--- src/pmsb_consts.svh ---
/*
 * Address map, field positions and fixed values of the scratch and buck
 * register slice.
 * Assumes inclusion by bare name from the design modules and the testbench.
 */
`ifndef PMSB_CONSTS_SVH
`define PMSB_CONSTS_SVH

// ----------------------------------------------------------------------
// Register addresses, functional page
// ----------------------------------------------------------------------
`define PMSB_ADDR_SCRATCH_A  8'h1C
`define PMSB_ADDR_SCRATCH_B  8'h1D
`define PMSB_ADDR_SCRATCH_C  8'h1E
`define PMSB_ADDR_SCRATCH_D  8'h1F
`define PMSB_ADDR_BUCK_BASE  8'h20
`define PMSB_BUCK_STRIDE     8'h03
`define PMSB_OFS_VOLT        8'h00
`define PMSB_OFS_MODE        8'h01
`define PMSB_OFS_CONF        8'h02

// ----------------------------------------------------------------------
// Field positions
// ----------------------------------------------------------------------
`define PMSB_VOLT_MSB        4
`define PMSB_MODE_MSB        3
`define PMSB_PHASE_MSB       5
`define PMSB_PHASE_LSB       4
`define PMSB_FREQ_MSB        3
`define PMSB_FREQ_LSB        2
`define PMSB_ILIM_BIT        0

// ----------------------------------------------------------------------
// Reset value of the scratch bank and current limits in mA
// ----------------------------------------------------------------------
`define PMSB_SCRATCH_RST     8'h00
`define PMSB_ILIM12_HI_MA    12'd2750
`define PMSB_ILIM12_LO_MA    12'd2000
`define PMSB_ILIM3_HI_MA     12'd3000
`define PMSB_ILIM3_LO_MA     12'd2250

`endif

--- src/pmsb_pkg.sv ---
/*
 * Types shared by the scratch and buck register slice.
 * Assumes nothing beyond the constants header.
 */
package pmsb_pkg;

   // Sequencer-supplied defaults and live voltage and mode codes
   typedef struct packed {
      logic [4:0] volt;   // Output voltage code
      logic [3:0] mode;   // Switching mode code
   } pmsb_seq_t;

   // Configuration fields of one buck
   typedef struct packed {
      logic [1:0] phase;  // Switching clock phase
      logic [1:0] freq;   // Switching frequency
      logic       ilim;   // Current limit select, 1 is the lower limit
   } pmsb_conf_t;

endpackage

--- src/pmsb_scratch.sv ---
/*
 * Battery-backed scratch bank: a parameterised set of byte registers.
 * Assumes its clear input is already synchronised to clk_sys and that
 * it lives in the always-on domain, so the main reset never reaches it.
 */
`timescale 1ns/1ps
`include "pmsb_consts.svh"

module pmsb_scratch #(
   parameter int NUM   = 4,
   parameter int WIDTH = 8
) (
   input  wire logic                        clk_sys,
   input  wire logic                        ce,
   input  wire logic                        coin_por_n,
   input  wire logic [NUM-1:0]              wr_en,
   input  wire logic [WIDTH-1:0]            wdata,
   output logic      [NUM-1:0][WIDTH-1:0]   mem_q
);

   // ----------------------------------------------------------------------
   // Parameter check
   // ----------------------------------------------------------------------
   if (NUM < 1 || WIDTH != 8) begin : g_bad_param
      $error("pmsb_scratch: unsupported NUM or WIDTH");
   end

   // ----------------------------------------------------------------------
   // Storage, one byte per generate slice
   // ----------------------------------------------------------------------
   for (genvar i = 0; i < NUM; i++) begin : g_byte
      logic [WIDTH-1:0] byte_r;   // Stored byte
      // Only the coin-cell reset clears; it wins even with ce low
      always_ff @(posedge clk_sys) begin
         if (!coin_por_n) begin
            byte_r <= `PMSB_SCRATCH_RST;
         end else if (ce && wr_en[i]) begin
            byte_r <= wdata;
         end
      end
      assign mem_q[i] = byte_r;
   end

endmodule

--- src/pmsb_regs.sv ---
/*
 * Scratch memory and buck regulator control registers of the power chip.
 * Assumes the serial control port presents one register access per cycle
 * on reg_addr with reg_wr or reg_rd strobes in the clk_sys domain, that
 * OTP and sequencer defaults are stable on the clk_sys domain during reset,
 * and that coin_cell_por_n arrives asynchronously.
 */
`timescale 1ns/1ps
`include "pmsb_consts.svh"

module pmsb_regs #(
   parameter int NUM_SCRATCH = 4,
   parameter int NUM_BUCK    = 3
) (
   input  wire logic                                  clk_sys,
   input  wire logic                                  rst_n,
   input  wire logic                                  ce,
   input  wire logic                                  coin_cell_por_n,
   input  wire logic [7:0]                            reg_addr,
   input  wire logic                                  reg_wr,
   input  wire logic                                  reg_rd,
   input  wire logic [7:0]                            reg_wdata,
   output logic      [7:0]                            reg_rdata,
   output logic                                       reg_rvalid,
   input  wire pmsb_pkg::pmsb_seq_t  [NUM_BUCK-1:0]   seq_default,
   input  wire pmsb_pkg::pmsb_conf_t [NUM_BUCK-1:0]   otp_conf,
   output pmsb_pkg::pmsb_seq_t       [NUM_BUCK-1:0]   buck_seq,
   output pmsb_pkg::pmsb_conf_t      [NUM_BUCK-1:0]   buck_conf,
   output logic      [NUM_BUCK-1:0][11:0]             buck_ilim_ma,
   output logic      [NUM_SCRATCH-1:0][7:0]           scratch_mem
);

   // ----------------------------------------------------------------------
   // Parameter check
   // ----------------------------------------------------------------------
   if (NUM_SCRATCH != 4 || NUM_BUCK != 3) begin : g_bad_param
      $error("pmsb_regs: map is defined for four scratch bytes, three bucks");
   end

   // ----------------------------------------------------------------------
   // Decode functions
   // ----------------------------------------------------------------------
   // Scratch window hit
   function automatic logic scr_hit(input logic [7:0] a);
      scr_hit = (a >= `PMSB_ADDR_SCRATCH_A) && (a <= `PMSB_ADDR_SCRATCH_D);
   endfunction

   // Scratch byte index within the window
   function automatic logic [1:0] scr_idx(input logic [7:0] a);
      logic [7:0] d;
      d = a - `PMSB_ADDR_SCRATCH_A;
      scr_idx = d[1:0];
   endfunction

   // Address of one buck register
   function automatic logic [7:0] buck_addr(input int b, input logic [7:0] ofs);
      logic [7:0] base;
      base = `PMSB_ADDR_BUCK_BASE + 8'(b) * `PMSB_BUCK_STRIDE;
      buck_addr = base + ofs;
   endfunction

   // Current limit in mA for a buck and its select bit
   function automatic logic [11:0] ilim_ma(input int b, input logic lo);
      if (b == 2) begin
         ilim_ma = lo ? `PMSB_ILIM3_LO_MA : `PMSB_ILIM3_HI_MA;
      end else begin
         ilim_ma = lo ? `PMSB_ILIM12_LO_MA : `PMSB_ILIM12_HI_MA;
      end
   endfunction

   // ----------------------------------------------------------------------
   // Coin-cell reset synchroniser
   // ----------------------------------------------------------------------
   logic por_s1_r;   // First stage, read only by the second
   logic por_s2_r;   // Synchronised coin-cell reset, active low

   // Runs apart from the main reset so a main reset cannot mask it
   always_ff @(posedge clk_sys) begin
      if (ce) begin
         por_s1_r <= coin_cell_por_n;
         por_s2_r <= por_s1_r;
      end
   end

   // ----------------------------------------------------------------------
   // Scratch bank
   // ----------------------------------------------------------------------
   logic                        scr_sel;   // Access targets scratch window
   logic [1:0]                  scr_i;     // Selected scratch byte
   logic [NUM_SCRATCH-1:0]      scr_we;    // Per-byte write strobe

   assign scr_sel = scr_hit(reg_addr);
   assign scr_i   = scr_idx(reg_addr);

   for (genvar s = 0; s < NUM_SCRATCH; s++) begin : g_scr_we
      // Write only while the main domain is out of reset; the bank also needs ce high and its coin-cell clear released
      assign scr_we[s] = rst_n && reg_wr && scr_sel && (scr_i == 2'(s));
   end

   pmsb_scratch #(
      .NUM   (NUM_SCRATCH),
      .WIDTH (8)
   ) u_scratch (
      .clk_sys    (clk_sys),
      .ce         (ce),
      .coin_por_n (por_s2_r),
      .wr_en      (scr_we),
      .wdata      (reg_wdata),
      .mem_q      (scratch_mem)
   );

   // ----------------------------------------------------------------------
   // Buck registers
   // ----------------------------------------------------------------------
   logic [NUM_BUCK-1:0][7:0] buck_rd;   // Read value, zero unless addressed

   for (genvar b = 0; b < NUM_BUCK; b++) begin : g_buck
      localparam logic [7:0] A_VOLT = buck_addr(b, `PMSB_OFS_VOLT);
      localparam logic [7:0] A_MODE = buck_addr(b, `PMSB_OFS_MODE);
      localparam logic [7:0] A_CONF = buck_addr(b, `PMSB_OFS_CONF);

      pmsb_pkg::pmsb_seq_t  seq_r;    // Voltage and mode codes
      pmsb_pkg::pmsb_conf_t conf_r;   // Phase, frequency, limit
      logic                 we_volt;  // Voltage write strobe
      logic                 we_mode;  // Mode write strobe
      logic                 we_conf;  // Config write strobe

      assign we_volt = reg_wr && (reg_addr == A_VOLT);
      assign we_mode = reg_wr && (reg_addr == A_MODE);
      assign we_conf = reg_wr && (reg_addr == A_CONF);

      // Voltage and mode: reset loads the sequencer defaults
      always_ff @(posedge clk_sys) begin
         if (!rst_n) begin
            seq_r <= seq_default[b];
         end else if (ce) begin
            if (we_volt) begin
               seq_r.volt <= reg_wdata[`PMSB_VOLT_MSB:0];
            end
            if (we_mode) begin
               seq_r.mode <= reg_wdata[`PMSB_MODE_MSB:0];
            end
         end
      end

      // Configuration: reset loads the OTP content, bit 1 is not stored
      always_ff @(posedge clk_sys) begin
         if (!rst_n) begin
            conf_r <= otp_conf[b];
         end else if (ce && we_conf) begin
            conf_r.phase <= reg_wdata[`PMSB_PHASE_MSB:`PMSB_PHASE_LSB];
            conf_r.freq  <= reg_wdata[`PMSB_FREQ_MSB:`PMSB_FREQ_LSB];
            conf_r.ilim  <= reg_wdata[`PMSB_ILIM_BIT];
         end
      end

      // Live outputs to the regulator
      assign buck_seq[b]     = seq_r;
      assign buck_conf[b]    = conf_r;
      assign buck_ilim_ma[b] = ilim_ma(b, conf_r.ilim);

      // Read value with reserved bits forced to zero
      assign buck_rd[b] =
         (reg_addr == A_VOLT) ? {3'h0, seq_r.volt} :
         (reg_addr == A_MODE) ? {4'h0, seq_r.mode} :
         (reg_addr == A_CONF) ? {2'h0, conf_r.phase, conf_r.freq, 1'b0, conf_r.ilim} :
         8'h00;
   end

   // ----------------------------------------------------------------------
   // Read path
   // ----------------------------------------------------------------------
   logic [7:0] scr_rd;    // Scratch read value
   logic [7:0] rd_mux;    // Combined read value, zero when unmapped
   logic [7:0] rdata_r;   // Registered read data
   logic       rvalid_r;  // Read data valid pulse

   assign scr_rd = scr_sel ? scratch_mem[scr_i] : 8'h00;
   assign rd_mux = scr_rd | buck_rd[0] | buck_rd[1] | buck_rd[2];

   // Capture on the read strobe, answer the next cycle
   always_ff @(posedge clk_sys) begin
      if (!rst_n) begin
         rdata_r  <= 8'h00;
         rvalid_r <= 1'b0;
      end else if (ce) begin
         rvalid_r <= reg_rd;
         if (reg_rd) begin
            rdata_r <= rd_mux;
         end
      end
   end

   assign reg_rdata  = rdata_r;
   assign reg_rvalid = rvalid_r;

   // ----------------------------------------------------------------------
   // Assertions
   // ----------------------------------------------------------------------
   // Coin-cell reset clears the bank on the next edge
   a_scratch_por_clear: assert property (@(posedge clk_sys)
      !por_s2_r |=> (scratch_mem == '0))
      else $error("scratch bank not cleared by coin-cell reset");

   // Main reset alone leaves the bank untouched
   a_scratch_main_keep: assert property (@(posedge clk_sys)
      (!rst_n && por_s2_r) |=> (scratch_mem == $past(scratch_mem)))
      else $error("scratch bank changed under main reset");

   // Write to the second scratch byte lands there
   a_scratch_b_write: assert property (@(posedge clk_sys) disable iff (!rst_n)
      (ce && por_s2_r && reg_wr && reg_addr == `PMSB_ADDR_SCRATCH_B)
      |=> (scratch_mem[1] == $past(reg_wdata)))
      else $error("second scratch byte did not take the write");

   // Voltage write of buck 1 shows on its output
   a_buck_volt_wr: assert property (@(posedge clk_sys) disable iff (!rst_n)
      (ce && reg_wr && reg_addr == `PMSB_ADDR_BUCK_BASE)
      |=> (buck_seq[0].volt == $past(reg_wdata[4:0])))
      else $error("buck 1 voltage code not updated");

   // Mode write of buck 2 shows on its output and leaves voltage alone
   a_buck_mode_wr: assert property (@(posedge clk_sys) disable iff (!rst_n)
      (ce && reg_wr && reg_addr == 8'h24)
      |=> (buck_seq[1].mode == $past(reg_wdata[3:0]))
          && (buck_seq[1].volt == $past(buck_seq[1].volt)))
      else $error("buck 2 mode code not updated");

   // Config write of buck 3 splits phase and frequency correctly
   a_conf_fields_wr: assert property (@(posedge clk_sys) disable iff (!rst_n)
      (ce && reg_wr && reg_addr == 8'h28)
      |=> (buck_conf[2].phase == $past(reg_wdata[5:4]))
          && (buck_conf[2].freq == $past(reg_wdata[3:2])))
      else $error("buck 3 phase or frequency field wrong");

   // Limit select maps to the documented currents
   a_ilim_map: assert property (@(posedge clk_sys) disable iff (!rst_n)
      (ce && reg_wr && reg_addr == 8'h22 && reg_wdata[0])
      |=> (buck_ilim_ma[0] == 12'd2000) && (buck_ilim_ma[2] ==
          (buck_conf[2].ilim ? 12'd2250 : 12'd3000)))
      else $error("current limit mapping wrong");

   // Reset loads OTP config and sequencer defaults
   a_reset_defaults: assert property (@(posedge clk_sys)
      !rst_n |=> (buck_conf == $past(otp_conf)) && (buck_seq == $past(seq_default)))
      else $error("reset defaults not loaded");

   // Reserved bits of a config readback are zero
   a_conf_rsvd_zero: assert property (@(posedge clk_sys) disable iff (!rst_n)
      (ce && reg_rd && reg_addr == 8'h25)
      |=> reg_rvalid && (reg_rdata[7:6] == 2'h0) && (reg_rdata[1] == 1'b0))
      else $error("reserved config bits read nonzero");

   // Read of the second scratch byte returns its content
   a_scratch_b_read: assert property (@(posedge clk_sys) disable iff (!rst_n)
      (ce && reg_rd && reg_addr == `PMSB_ADDR_SCRATCH_B)
      |=> reg_rdata == $past(scratch_mem[1]))
      else $error("second scratch byte read wrong");

   // Reads outside the map return zero
   a_unmapped_rd_zero: assert property (@(posedge clk_sys) disable iff (!rst_n)
      (ce && reg_rd && (reg_addr < `PMSB_ADDR_SCRATCH_A || reg_addr > 8'h28))
      |=> reg_rvalid && (reg_rdata == 8'h00))
      else $error("unmapped address read nonzero");

   // Read valid only follows a read strobe
   a_rvalid_pulse: assert property (@(posedge clk_sys) disable iff (!rst_n)
      (ce && !reg_rd)
      |=> !reg_rvalid)
      else $error("read valid without a read strobe");

   // Clock enable low freezes the scratch bank while the coin-cell reset is released
   a_scratch_ce_hold: assert property (@(posedge clk_sys)
      (!ce && por_s2_r)
      |=> (scratch_mem == $past(scratch_mem)))
      else $error("scratch bank changed with clock enable low");

   // Clock enable low freezes the buck registers outside reset
   a_buck_ce_hold: assert property (@(posedge clk_sys) disable iff (!rst_n)
      !ce
      |=> (buck_seq == $past(buck_seq)) && (buck_conf == $past(buck_conf)))
      else $error("buck registers changed with clock enable low");

   // Write to the first scratch byte lands there
   a_scratch_a_write: assert property (@(posedge clk_sys) disable iff (!rst_n)
      (ce && por_s2_r && reg_wr && reg_addr == `PMSB_ADDR_SCRATCH_A)
      |=> (scratch_mem[0] == $past(reg_wdata)))
      else $error("first scratch byte did not take the write");

   // Write to the last scratch byte lands there
   a_scratch_d_write: assert property (@(posedge clk_sys) disable iff (!rst_n)
      (ce && por_s2_r && reg_wr && reg_addr == `PMSB_ADDR_SCRATCH_D)
      |=> (scratch_mem[3] == $past(reg_wdata)))
      else $error("last scratch byte did not take the write");

   // Reserved bits of a voltage readback are zero
   a_volt_rsvd_zero: assert property (@(posedge clk_sys) disable iff (!rst_n)
      (ce && reg_rd && reg_addr == 8'h23)
      |=> reg_rvalid && (reg_rdata[7:5] == 3'h0))
      else $error("reserved voltage bits read nonzero");

   // Reserved bits of a mode readback are zero
   a_mode_rsvd_zero: assert property (@(posedge clk_sys) disable iff (!rst_n)
      (ce && reg_rd && reg_addr == 8'h27)
      |=> reg_rvalid && (reg_rdata[7:4] == 4'h0))
      else $error("reserved mode bits read nonzero");

   // Voltage read of buck 3 returns its live code
   a_buck_volt_rd: assert property (@(posedge clk_sys) disable iff (!rst_n)
      (ce && reg_rd && reg_addr == 8'h26)
      |=> (reg_rdata[4:0] == $past(buck_seq[2].volt)))
      else $error("buck 3 voltage read wrong");

   // Config write of buck 1 splits phase and frequency correctly
   a_conf1_fields_wr: assert property (@(posedge clk_sys) disable iff (!rst_n)
      (ce && reg_wr && reg_addr == 8'h22)
      |=> (buck_conf[0].phase == $past(reg_wdata[5:4])) && (buck_conf[0].freq == $past(reg_wdata[3:2])))
      else $error("buck 1 phase or frequency field wrong");

   // Buck 3 limit select maps to its own currents
   a_ilim3_map: assert property (@(posedge clk_sys) disable iff (!rst_n)
      (ce && reg_wr && reg_addr == 8'h28)
      |=> (buck_ilim_ma[2] == ($past(reg_wdata[0]) ? 12'd2250 : 12'd3000)))
      else $error("buck 3 current limit mapping wrong");

   // Buck 2 limit select maps to the shared currents
   a_ilim2_map: assert property (@(posedge clk_sys) disable iff (!rst_n)
      (ce && reg_wr && reg_addr == 8'h25)
      |=> (buck_ilim_ma[1] == ($past(reg_wdata[0]) ? 12'd2000 : 12'd2750)))
      else $error("buck 2 current limit mapping wrong");

   // Two low samples of the coin-cell pin reach the bank clear
   a_por_sync_delay: assert property (@(posedge clk_sys)
      (ce && !coin_cell_por_n) ##1 (ce && !coin_cell_por_n)
      |=> !por_s2_r)
      else $error("coin-cell reset not passed through the synchroniser");

   // Voltage write of buck 2 leaves its mode code alone
   a_volt_keeps_mode: assert property (@(posedge clk_sys) disable iff (!rst_n)
      (ce && reg_wr && reg_addr == 8'h23)
      |=> (buck_seq[1].volt == $past(reg_wdata[4:0])) && (buck_seq[1].mode == $past(buck_seq[1].mode)))
      else $error("buck 2 voltage write disturbed the mode code");

endmodule

--- config.mk ---
export PLATFORM = sky130hd
export DESIGN_NAME = pmsb_regs
export DESIGN_NICKNAME = d
export VERILOG_FILES = /design/src/pmsb_pkg.sv /design/src/pmsb_scratch.sv /design/src/pmsb_regs.sv
export VERILOG_INCLUDE_DIRS = /design/src
export SDC_FILE = /design/constraint.sdc
export NUM_CORES = 1
export LEC_CHECK = 0
export ABC_AREA = 1
export BUFFER_PORTS_ARGS = -buffer_cell sky130_fd_sc_hd__buf_2
export CAP_MARGIN = 15
export CORE_MARGIN = 10
export CORE_UTILIZATION = 35
export DETAILED_ROUTE_END_ITERATION = 16
export PLACE_DENSITY = 0.7
export RECOVER_POWER = 50
export SYNTH_ARGS = -nofsm -noshare
export SYNTH_HDL_FRONTEND = slang
export SYNTH_HIERARCHICAL = 1
export SYNTH_SLANG_ARGS = --single-unit
--- constraint.sdc ---
create_clock -name clk_sys -period 1.9 [get_ports clk_sys]
set_clock_uncertainty 0.2 [all_clocks]
set_input_delay 0 -clock clk_sys [delete_from_list [all_inputs] [get_ports clk_sys]]
set_output_delay 0 -clock clk_sys [all_outputs]
set_load 0.02 [all_outputs]
==> reports/metrics.cfg, run 1 <==
[yosys]
syn_inst=631
ys_top_cells_by_area=edfxtp_1 (29%), nand2_1 (21%), dfxtp_1 (18%)
yosys_warnings=6
synth_top_area_share_pct=29.2
synth_area_per_cell_sq_um=7.17
synth_top_area_cell=edfxtp_1
ys_top_cells_by_count=nand2_1 (255), nor2_1 (98), inv_1 (58)
postSynth.asyncResetShare_pct=0
syn_area_sq_um=4520
post-synth-top-count-cell=nand2_1
synth.distinct_cells=25
seq_area_frac_synth_pct=47.3
synth_ff_type=edfxtp_1
ys_ff_latch=85
synth_edf_count=44

[floorplan]
io_pins=183
die-area_sq_um=17900
design.core.area_sq_um=12600
start_util_pct=35.9
row_count=41
chipWidth_um=134
die_y_um=134

[timing]
finalCritPeriodShare_pct=95.1
fmax_mhz=554
period_needed_ns=1.81
final_hold_viol_count=0
relSlewSlack_pct=63.0
grt_setup_unrepaired=false
drv_slew=0
finalSetupTns_ns=0
setup_viol=0
setup_slack_ns=0.0938
fin_hold_ws_ns=0.0373
worst_pin_slew_ns=0.554

[route]
wl_per_cell_um=16.2
antenna_left=0
vias_per_cell=4.60
drc=0
drtIter0Drc=388
wirelength_um=16700
first_pass_iters=5
num_vias=4741

[pwr]
p_clk_share_pct=38.5
switching_power_w=0.00132
pwr-share-comb_pct=16.7
leakage_nw=3.01
ir_worst_vdd_mv=0.534
total_power_w=0.00471
sw_frac_of_total_pct=28.0
internal_power_w=0.00339
p_seq_share_pct=44.8
power_density_nw_per_um2=755

[job]
cap_violations=0

[cells_and_area]
design_area_sq_um=6230
area_growth_pct=37.8
nets=915
drive_gt1_share_pct=13.2

[clocking]
path_clk_slew_ns=0.06
clk_latency_ns=0.34
cts_tree=done
cts_inserted_buffers=9
htreeDepth=3
cts_sinks=85
cts_max_path_buffers=2
root_buffer=clkbuf_16

[grt]
grt_max_degree=37
antenna_found_initial=2
grt_usage_pct=17.7
grt-busiest-layer=met2
met1_usage_pct=21.3
met3_usage_pct=3.61
grt_pass1_vias=4504
grt_pass1_wl_um=25100
grt_overflow=0
use_met2_pct=29.4

[place]
dp_hpwl_um=12200
gp_congestion=0.863
dp_slack_ns=0.182
dpl_cell_area_sq_um=5420
portBuffers=168

[worst_setup_path]
crit_path_start_kind=primary input
slowest_delay_ns=0.56
critPathKind=primary input to flop
cp.buffers_inverters=4
cp_data_required_time_ns=1.79
end_kind=flop
critical_path.top_delay_family=buffers and inverters
arrival_ns=1.69
cpMaxStageDelayCell=dlygate4sd3_1
path_cells=dlygate4sd3_1 > clkbuf_4 > buf_4 > nand2_1 > nand2_1 > dlygate4sd3_1
critPathMaxFanout=17

[run_status]
outcome=finished clean

[worst_hold_path]
hold_path_class=primary input to flop

==> state kept, by name, indices dropped and copies added, names as in the netlist <==
signal / count
buck_conf: 15
buck_seq: 27
por_s1_r: 1
por_s2_r: 1
reg_rdata: 8
reg_rvalid: 1
u_scratch/g_byte.byte_r: 32
==> placed cells by master, fill, tap and decap left out, drive strengths merged, types with 5 or more instances in the layout <==
cell,instances
conb,14
nand2,257
o21ai,12
dfxtp,41
buf,84
a21oi,5
dlygate4sd3,62
nor2,104
nand4,6
clkbuf,115
nand3,39
edfxtp,44
inv,62
==> final timing paths <==
path / startpoint / to / slack, ns / cells past startpoint
hold reg to reg: por_s1_r / por_s2_r / 0.22 / 0
hold / removal: reg_addr[3] / reg_rdata[4] / 0.04 / 7
setup reg to reg: buck_conf[0] / reg_rdata[0] / 0.59 / 6
setup / recovery: rst_n / buck_conf[9] / 0.09 / 6
==> through the flow <==
step / util (%) / cells
6_report: 49.4 / 1030
5_1_grt: 49.4 / 1030
4_1_cts: 50.3 / 1027
3_5_place_dp: 43.0 / 949
3_3_place_gp: 43.0 / 949
2_1_floorplan: - / 643
==> power by group through the flow <==
stage | Sequential (W) | Combinational, W | Clock (W)
final | 0.00211 | 0.000789 | 0.00181
after floorplan | 0.00225 | 0.000336 | 0
after global placement | 0.00214 | 0.000708 | 0
after global routing | 0.00212 | 0.000851 | 0.00188
after detailed placement | 0.00215 | 0.000710 | 0
after CTS | 0.00211 | 0.000814 | 0.00181
==> layout make-up <==
type | count | area (sq um)
diodes | 2 | 5.00
clock buffers | 12 | 256
clock inverters | 4 | 46.3
fillers | 1274 | 6380
inverters | 62 | 238
multi-input cells | 444 | 1830
flip-flops and latches | 85 | 2140
well taps | 172 | 215
repair buffers | 249 | 1500
==> worst register-to-register path, cell delays in order (launching register included) <==
cell      delay [ns]
edfxtp_1        0.44
inv_1           0.20
o21ai_1         0.10
inv_1           0.06
nand2_1         0.06
nor2_1          0.12
nor2_1          0.05
==> metal layers <==
metal | wire [um] | vias to the layer above | share of wire [%]
met5 | 0 | - | 0
met4 | 631 | 0 | 3.8
met3 | 1240 | 38 | 7.4
met2 | 7910 | 229 | 47
met1 | 6880 | 2131 | 41
li1 | - | 2343 | -
==> cell families (layout without fill, tap and decap cells) <==
logic type / after synthesis / after routing / share of synthesized area, %
simple gates: 408 / 408 / 36.6
buf+inv: 114 / 327 / 13.2
compound gates: 22 / 22 / 2.71
flops: 85 / 85 / 47.3
other cells: 2 / 16 / 0.166
==> what timing repair did <==
item,CTS,global route
resized for setup,0,3
hold buffers,62,0
endpoints found under the setup margin,0,3
buffers inserted,0,0
endpoints found under the hold margin,81,0
(Power assumes the default switching activity.)
==> run 2: changes to the inputs <==
--- a/config.mk
+++ b/config.mk
@@ -14,6 +14,8 @@
 export DETAILED_ROUTE_END_ITERATION = 16
 export PLACE_DENSITY = 0.7
 export RECOVER_POWER = 50
+export REMOVE_ABC_BUFFERS = 1
+export SETUP_SLACK_MARGIN = 0.15
 export SYNTH_ARGS = -nofsm -noshare
 export SYNTH_HDL_FRONTEND = slang
 export SYNTH_HIERARCHICAL = 1
==> reports/metrics.cfg, run 2 (same netlist as run 1, synthesis figures left out) <==
[timing]
relSlewSlack_pct=62.2
grt_setup_unrepaired=false
drv_slew=0
fmax_mhz=648
worst_pin_slew_ns=0.565
period_needed_ns=1.54
setup_viol=0
finalCritPeriodShare_pct=81.3
final_hold_viol_count=0

[route]
wirelength_um=16300
wl_per_cell_um=15.8
drc=0
antenna_left=0
first_pass_iters=5
num_vias=4605
drtIter0Drc=354
vias_per_cell=4.47

[cells_and_area]
largest_reg_flops=32
nets=915
area_growth_pct=37.6
drive_gt1_share_pct=13.9
final_cell_mix=nand2_1 (255), clkbuf_1 (100), nor2_1 (98)
design_area_sq_um=6230
fin_util_pct=49.3
fillCellCount=1309
final_common_cell=nand2_1
regMostFlops=u_scratch/g_byte.byte_r

[clocking]
cts_max_path_buffers=2
cts_sinks=85
path_clk_slew_ns=0.06
root_buffer=clkbuf_16
cts_tree=done
cts_inserted_buffers=9
clk_latency_ns=0.34
post_cts_buffers=0
htreeDepth=3

[grt]
grt_pass1_vias=4510
antenna_found_initial=2
grt_max_degree=33
grt_pass1_wl_um=24600
grt_overflow=0
grt_usage_pct=17.5

[place]
dpl_cell_area_sq_um=5430
portBuffers=168
dp_hpwl_um=12200
gp_congestion=0.869

[worst_setup_path]
end_kind=flop
arrival_ns=1.40
crit_path_start_kind=primary input
critPathKind=primary input to flop
critPathMaxFanout=7
cp_data_required_time_ns=1.75

[floorplan]
chipWidth_um=134
io_pins=183
die_y_um=134
start_util_pct=35.9
die-area_sq_um=17900
design.core.area_sq_um=12600
row_count=41

[pwr]
ir_worst_vdd_mv=0.342
leakage_nw=3.01
power_density_nw_per_um2=760

[job]
cap_violations=0

[run_status]
outcome=finished clean

[worst_hold_path]
hold_path_class=primary input to flop

-- run 2: changes by cell type in the layout (fill, tap and decap cells not counted), moves of 2 or more --
cell | previous run | this run
dlygate4sd3_1 | 62 | 60
clkbuf_1 | 102 | 100
buf_2 | 66 | 70
buf_4 | 16 | 20
clkbuf_8 | 2 | 0
-- run 2: report_power, final --
group	total (W)	internal (W)	switching, W	leakage, nW
Sequential	0.00211	0.00205	0.0000608	0.760
Combinational	0.000776	0.000254	0.000522	2.10
Clock	0.00185	0.00114	0.000705	0.149
Total	0.00473	0.00344	0.00129	3.01
-- run 2: worst paths after layout --
check,start,end,slack (ns),cells past startpoint
min reg2reg,por_s1_r,por_s2_r,0.23,0
max,ce,buck_seq[5],0.36,5
max reg2reg,buck_conf[0],reg_rdata[0],0.53,6
min,reg_wr,buck_seq[2],0.01,3
-- run 2: worst max-delay path, stage by stage --
cell and delay [ns]:
dlygate4sd3_1 0.53, buf_2 0.16, nand2_1 0.22, o31ai_1 0.29
buf_4 0.19
-- run 2: final cells by class --
cell class / instances / area, sq um / area share [%]
Antenna cell: 2 / 5.00 / 0.0804
Clock buffer: 11 / 233 / 3.74
Multi-Input combinational cell: 444 / 1830 / 29.4
Sequential cell: 85 / 2140 / 34.4
Tap cell: 172 / 215 / 3.46
Inverter: 62 / 239 / 3.84
Clock inverter: 5 / 75.1 / 1.21
Timing Repair Buffer: 249 / 1490 / 23.9
-- run 2: layer usage --
metal  wire length [um]  track usage [%]  share of wire (%)  up-vias
li1                   -                -                  -     2343
met1               6720             20.5                 41     2026
met2               7790             29.2                 48      205
met3               1280             4.81                7.9       31
met4                512             7.50                3.1        0
met5                  0                0                  0        -
-- run 2: stage by stage --
step / instances / setup slack [ns] / total power, W / TNS, ns / hold WS [ns]
final: 1030 / 0.356 / 0.00473 / 0 / 0.0133
after CTS: 1028 / 0.328 / 0.00478 / 0 / 0.00112
after global placement: 952 / 0.269 / 0.00284 / 0 / -0.00370
after global routing: 1030 / 0.216 / 0.00490 / 0 / 0.0350
after detailed placement: 952 / 0.254 / 0.00285 / 0 / -0.0147
after floorplan: 591 / -0.255 / 0.00249 / -1.79 / -0.101
-- run 2: repair_timing --
action | 4_1_cts | 5_1_grt
gates resized for setup | 0 | 1
hold buffers | 60 | 0
endpoints found under the hold margin | 83 | 0
endpoints found under the setup margin | 0 | 2
==> run 3: changes to the inputs <==
--- a/config.mk
+++ b/config.mk
@@ -12,7 +12,7 @@
 export CORE_MARGIN = 10
 export CORE_UTILIZATION = 35
 export DETAILED_ROUTE_END_ITERATION = 16
-export PLACE_DENSITY = 0.7
+export PLACE_DENSITY = 0.72
 export RECOVER_POWER = 50
 export REMOVE_ABC_BUFFERS = 1
 export SETUP_SLACK_MARGIN = 0.15
==> constraint.sdc (replaced) <==
create_clock -name clk_sys -period 1.3 [get_ports clk_sys]
set_clock_uncertainty 0.2 [all_clocks]
set_input_delay 0 -clock clk_sys [delete_from_list [all_inputs] [get_ports clk_sys]]
set_output_delay 0 -clock clk_sys [all_outputs]
set_load 0.02 [all_outputs]
==> reports/metrics.cfg, run 3 (same netlist as run 1, synthesis figures left out) <==
[run_status]
outcome=finished with violations
violations=negative hold slack, negative setup slack

[timing]
period_needed_ns=1.37
drv_slew=0
final_hold_viol_count=6
grt_setup_unrepaired=true
finalCritPeriodShare_pct=105
fin_hold_ws_ns=-0.0695
setup_viol=20
fmax_mhz=730
setup_slack_ns=-0.0703

[worst_hold_path]
hold_depth=6
hold_path_class=primary input to flop
hold_start=reg_rd
hold_end=reg_rdata[7]

[cells_and_area]
multiInputGateArea_sq_um=2050
regMostFlops=u_scratch/g_byte.byte_r
drive_gt1_share_pct=35.7
seqCellArea_sq_um=2160
area_growth_pct=64.3
final_cell_mix=nand2_1 (228), buf_2 (91), nor2_1 (80)
nets=973
fin_cells=1087
largest_reg_flops=32
fillCellCount=1088
final_common_cell=nand2_1
fin_util_pct=58.9

[place]
portBuffers=168
place_inst=994
gp_congestion=0.905
dp_hpwl_um=12500

[floorplan]
start_util_pct=35.9
die-area_sq_um=17900
io_pins=183
chipWidth_um=134
design.core.area_sq_um=12600
die_y_um=134
row_count=41

[route]
num_vias=5142
vias_per_cell=4.73
drc=0
drtIter0Drc=432
first_pass_iters=5
wl_per_cell_um=16.8
wirelength_um=18300
antenna_left=0

[pwr]
sw_frac_of_total_pct=26.7
internal_power_w=0.00551
leakage_nw=3.75
power_density_nw_per_um2=1010
total_power_w=0.00751
switching_power_w=0.00200
p_clk_share_pct=38.5
p_seq_share_pct=41.2
ir_worst_vdd_mv=0.645
pwr-share-comb_pct=20.4

[grt]
grt_usage_pct=18.2
grt_pass1_wl_um=25800
grt_max_degree=39
antenna_found_initial=2
grt_overflow=0
grt_pass1_vias=4790

[clocking]
cts_sinks=85
path_clk_slew_ns=0.06
cts_tree=done
clk_latency_ns=0.34
htreeDepth=3
root_buffer=clkbuf_16
cts_inserted_buffers=9
cts_max_path_buffers=2

[worst_setup_path]
r2r_cells=8
critPathKind=primary input to flop
arrival_ns=1.26
critPathMaxFanout=5
rrSetupSlack_ns=0.01
timing.rr.end=reg_rdata[0]
crit_path_start_kind=primary input
cp_data_required_time_ns=1.19
end_kind=flop
r2r_start=u_scratch/g_byte[3].byte_r[0]

[job]
cap_violations=0

## run 3: cell type report
cell class / instances / area share, %
Clock inverter: 6 / 1.38
Clock buffer: 9 / 3.03
Inverter: 62 / 3.23
Timing Repair Buffer: 307 / 32.7
Antenna cell: 2 / 0.0673
Sequential cell: 85 / 29.1
Multi-Input combinational cell: 444 / 27.6
Tap cell: 172 / 2.90
## run 3: how the worst max path moves through the flow
stage / start / to / slack, ns / depth (start not counted)
after floorplan: buck_conf[0] / reg_rdata[0] / -0.85 / 6
after global placement: reg_addr[4] / buck_conf[0] / -0.20 / 8
after detailed placement: reg_addr[7] / buck_seq[0] / -0.26 / 6
after CTS: buck_conf[0] / buck_ilim_ma[5] / 0.009 / 3
after global routing: u_scratch/g_byte[1].byte_r[2] / reg_rdata[2] / -0.09 / 10
final: reg_wdata[3] / buck_seq[25] / -0.07 / 5
## run 3: per-stage QoR
stage / worst slack (ns) / cell area, sq um / TNS (ns)
floorplan: -0.855 / 4210 / -27.03
global placement: -0.205 / 5850 / -10.67
detailed placement: -0.258 / 5850 / -13.60
CTS: 0.00857 / 7040 / 0
global route: -0.0938 / 7430 / -1.41
finish: -0.0703 / 7430 / -0.416
## run 3: timing repair
item                                    4_1_cts  5_1_grt
buffers inserted                             11        6
endpoints found under the setup margin       69      148
pin swaps                                    16       26
hold buffers                                 55        2
resized for setup                            82      133
hold endpoints to repair                     86        8
cloned                                        0        3
## run 3: power groups by stage
| stage | Clock [W] | Combinational (W) | Sequential, W |
|---|---|---|---|
| 6_report | 0.00289 | 0.00153 | 0.00309 |
| 5_1_grt | 0.00301 | 0.00162 | 0.00310 |
| 4_1_cts | 0.00288 | 0.00140 | 0.00308 |
| 3_5_place_dp | 0 | 0.00113 | 0.00313 |
| 3_3_place_gp | 0 | 0.00112 | 0.00313 |
| 2_1_floorplan | 0 | 0.000308 | 0.00333 |
## run 3: worst max-delay path, stage by stage
cell and delay, ns:
buf_2 0.09, dlygate4sd3_1 0.67, nand2_1 0.22, buf_4 0.20, nand2_1 0.07
## run 3: layer usage
metal | part of all wire [%] | up-vias | GRT usage [%]
li1 | - | 2462 | -
met3 | 9.5 | 43 | 5.45
met2 | 49 | 285 | 30.1
met4 | 3.4 | 0 | 8.71
met5 | 0 | - | 0
met1 | 38 | 2352 | 21.1
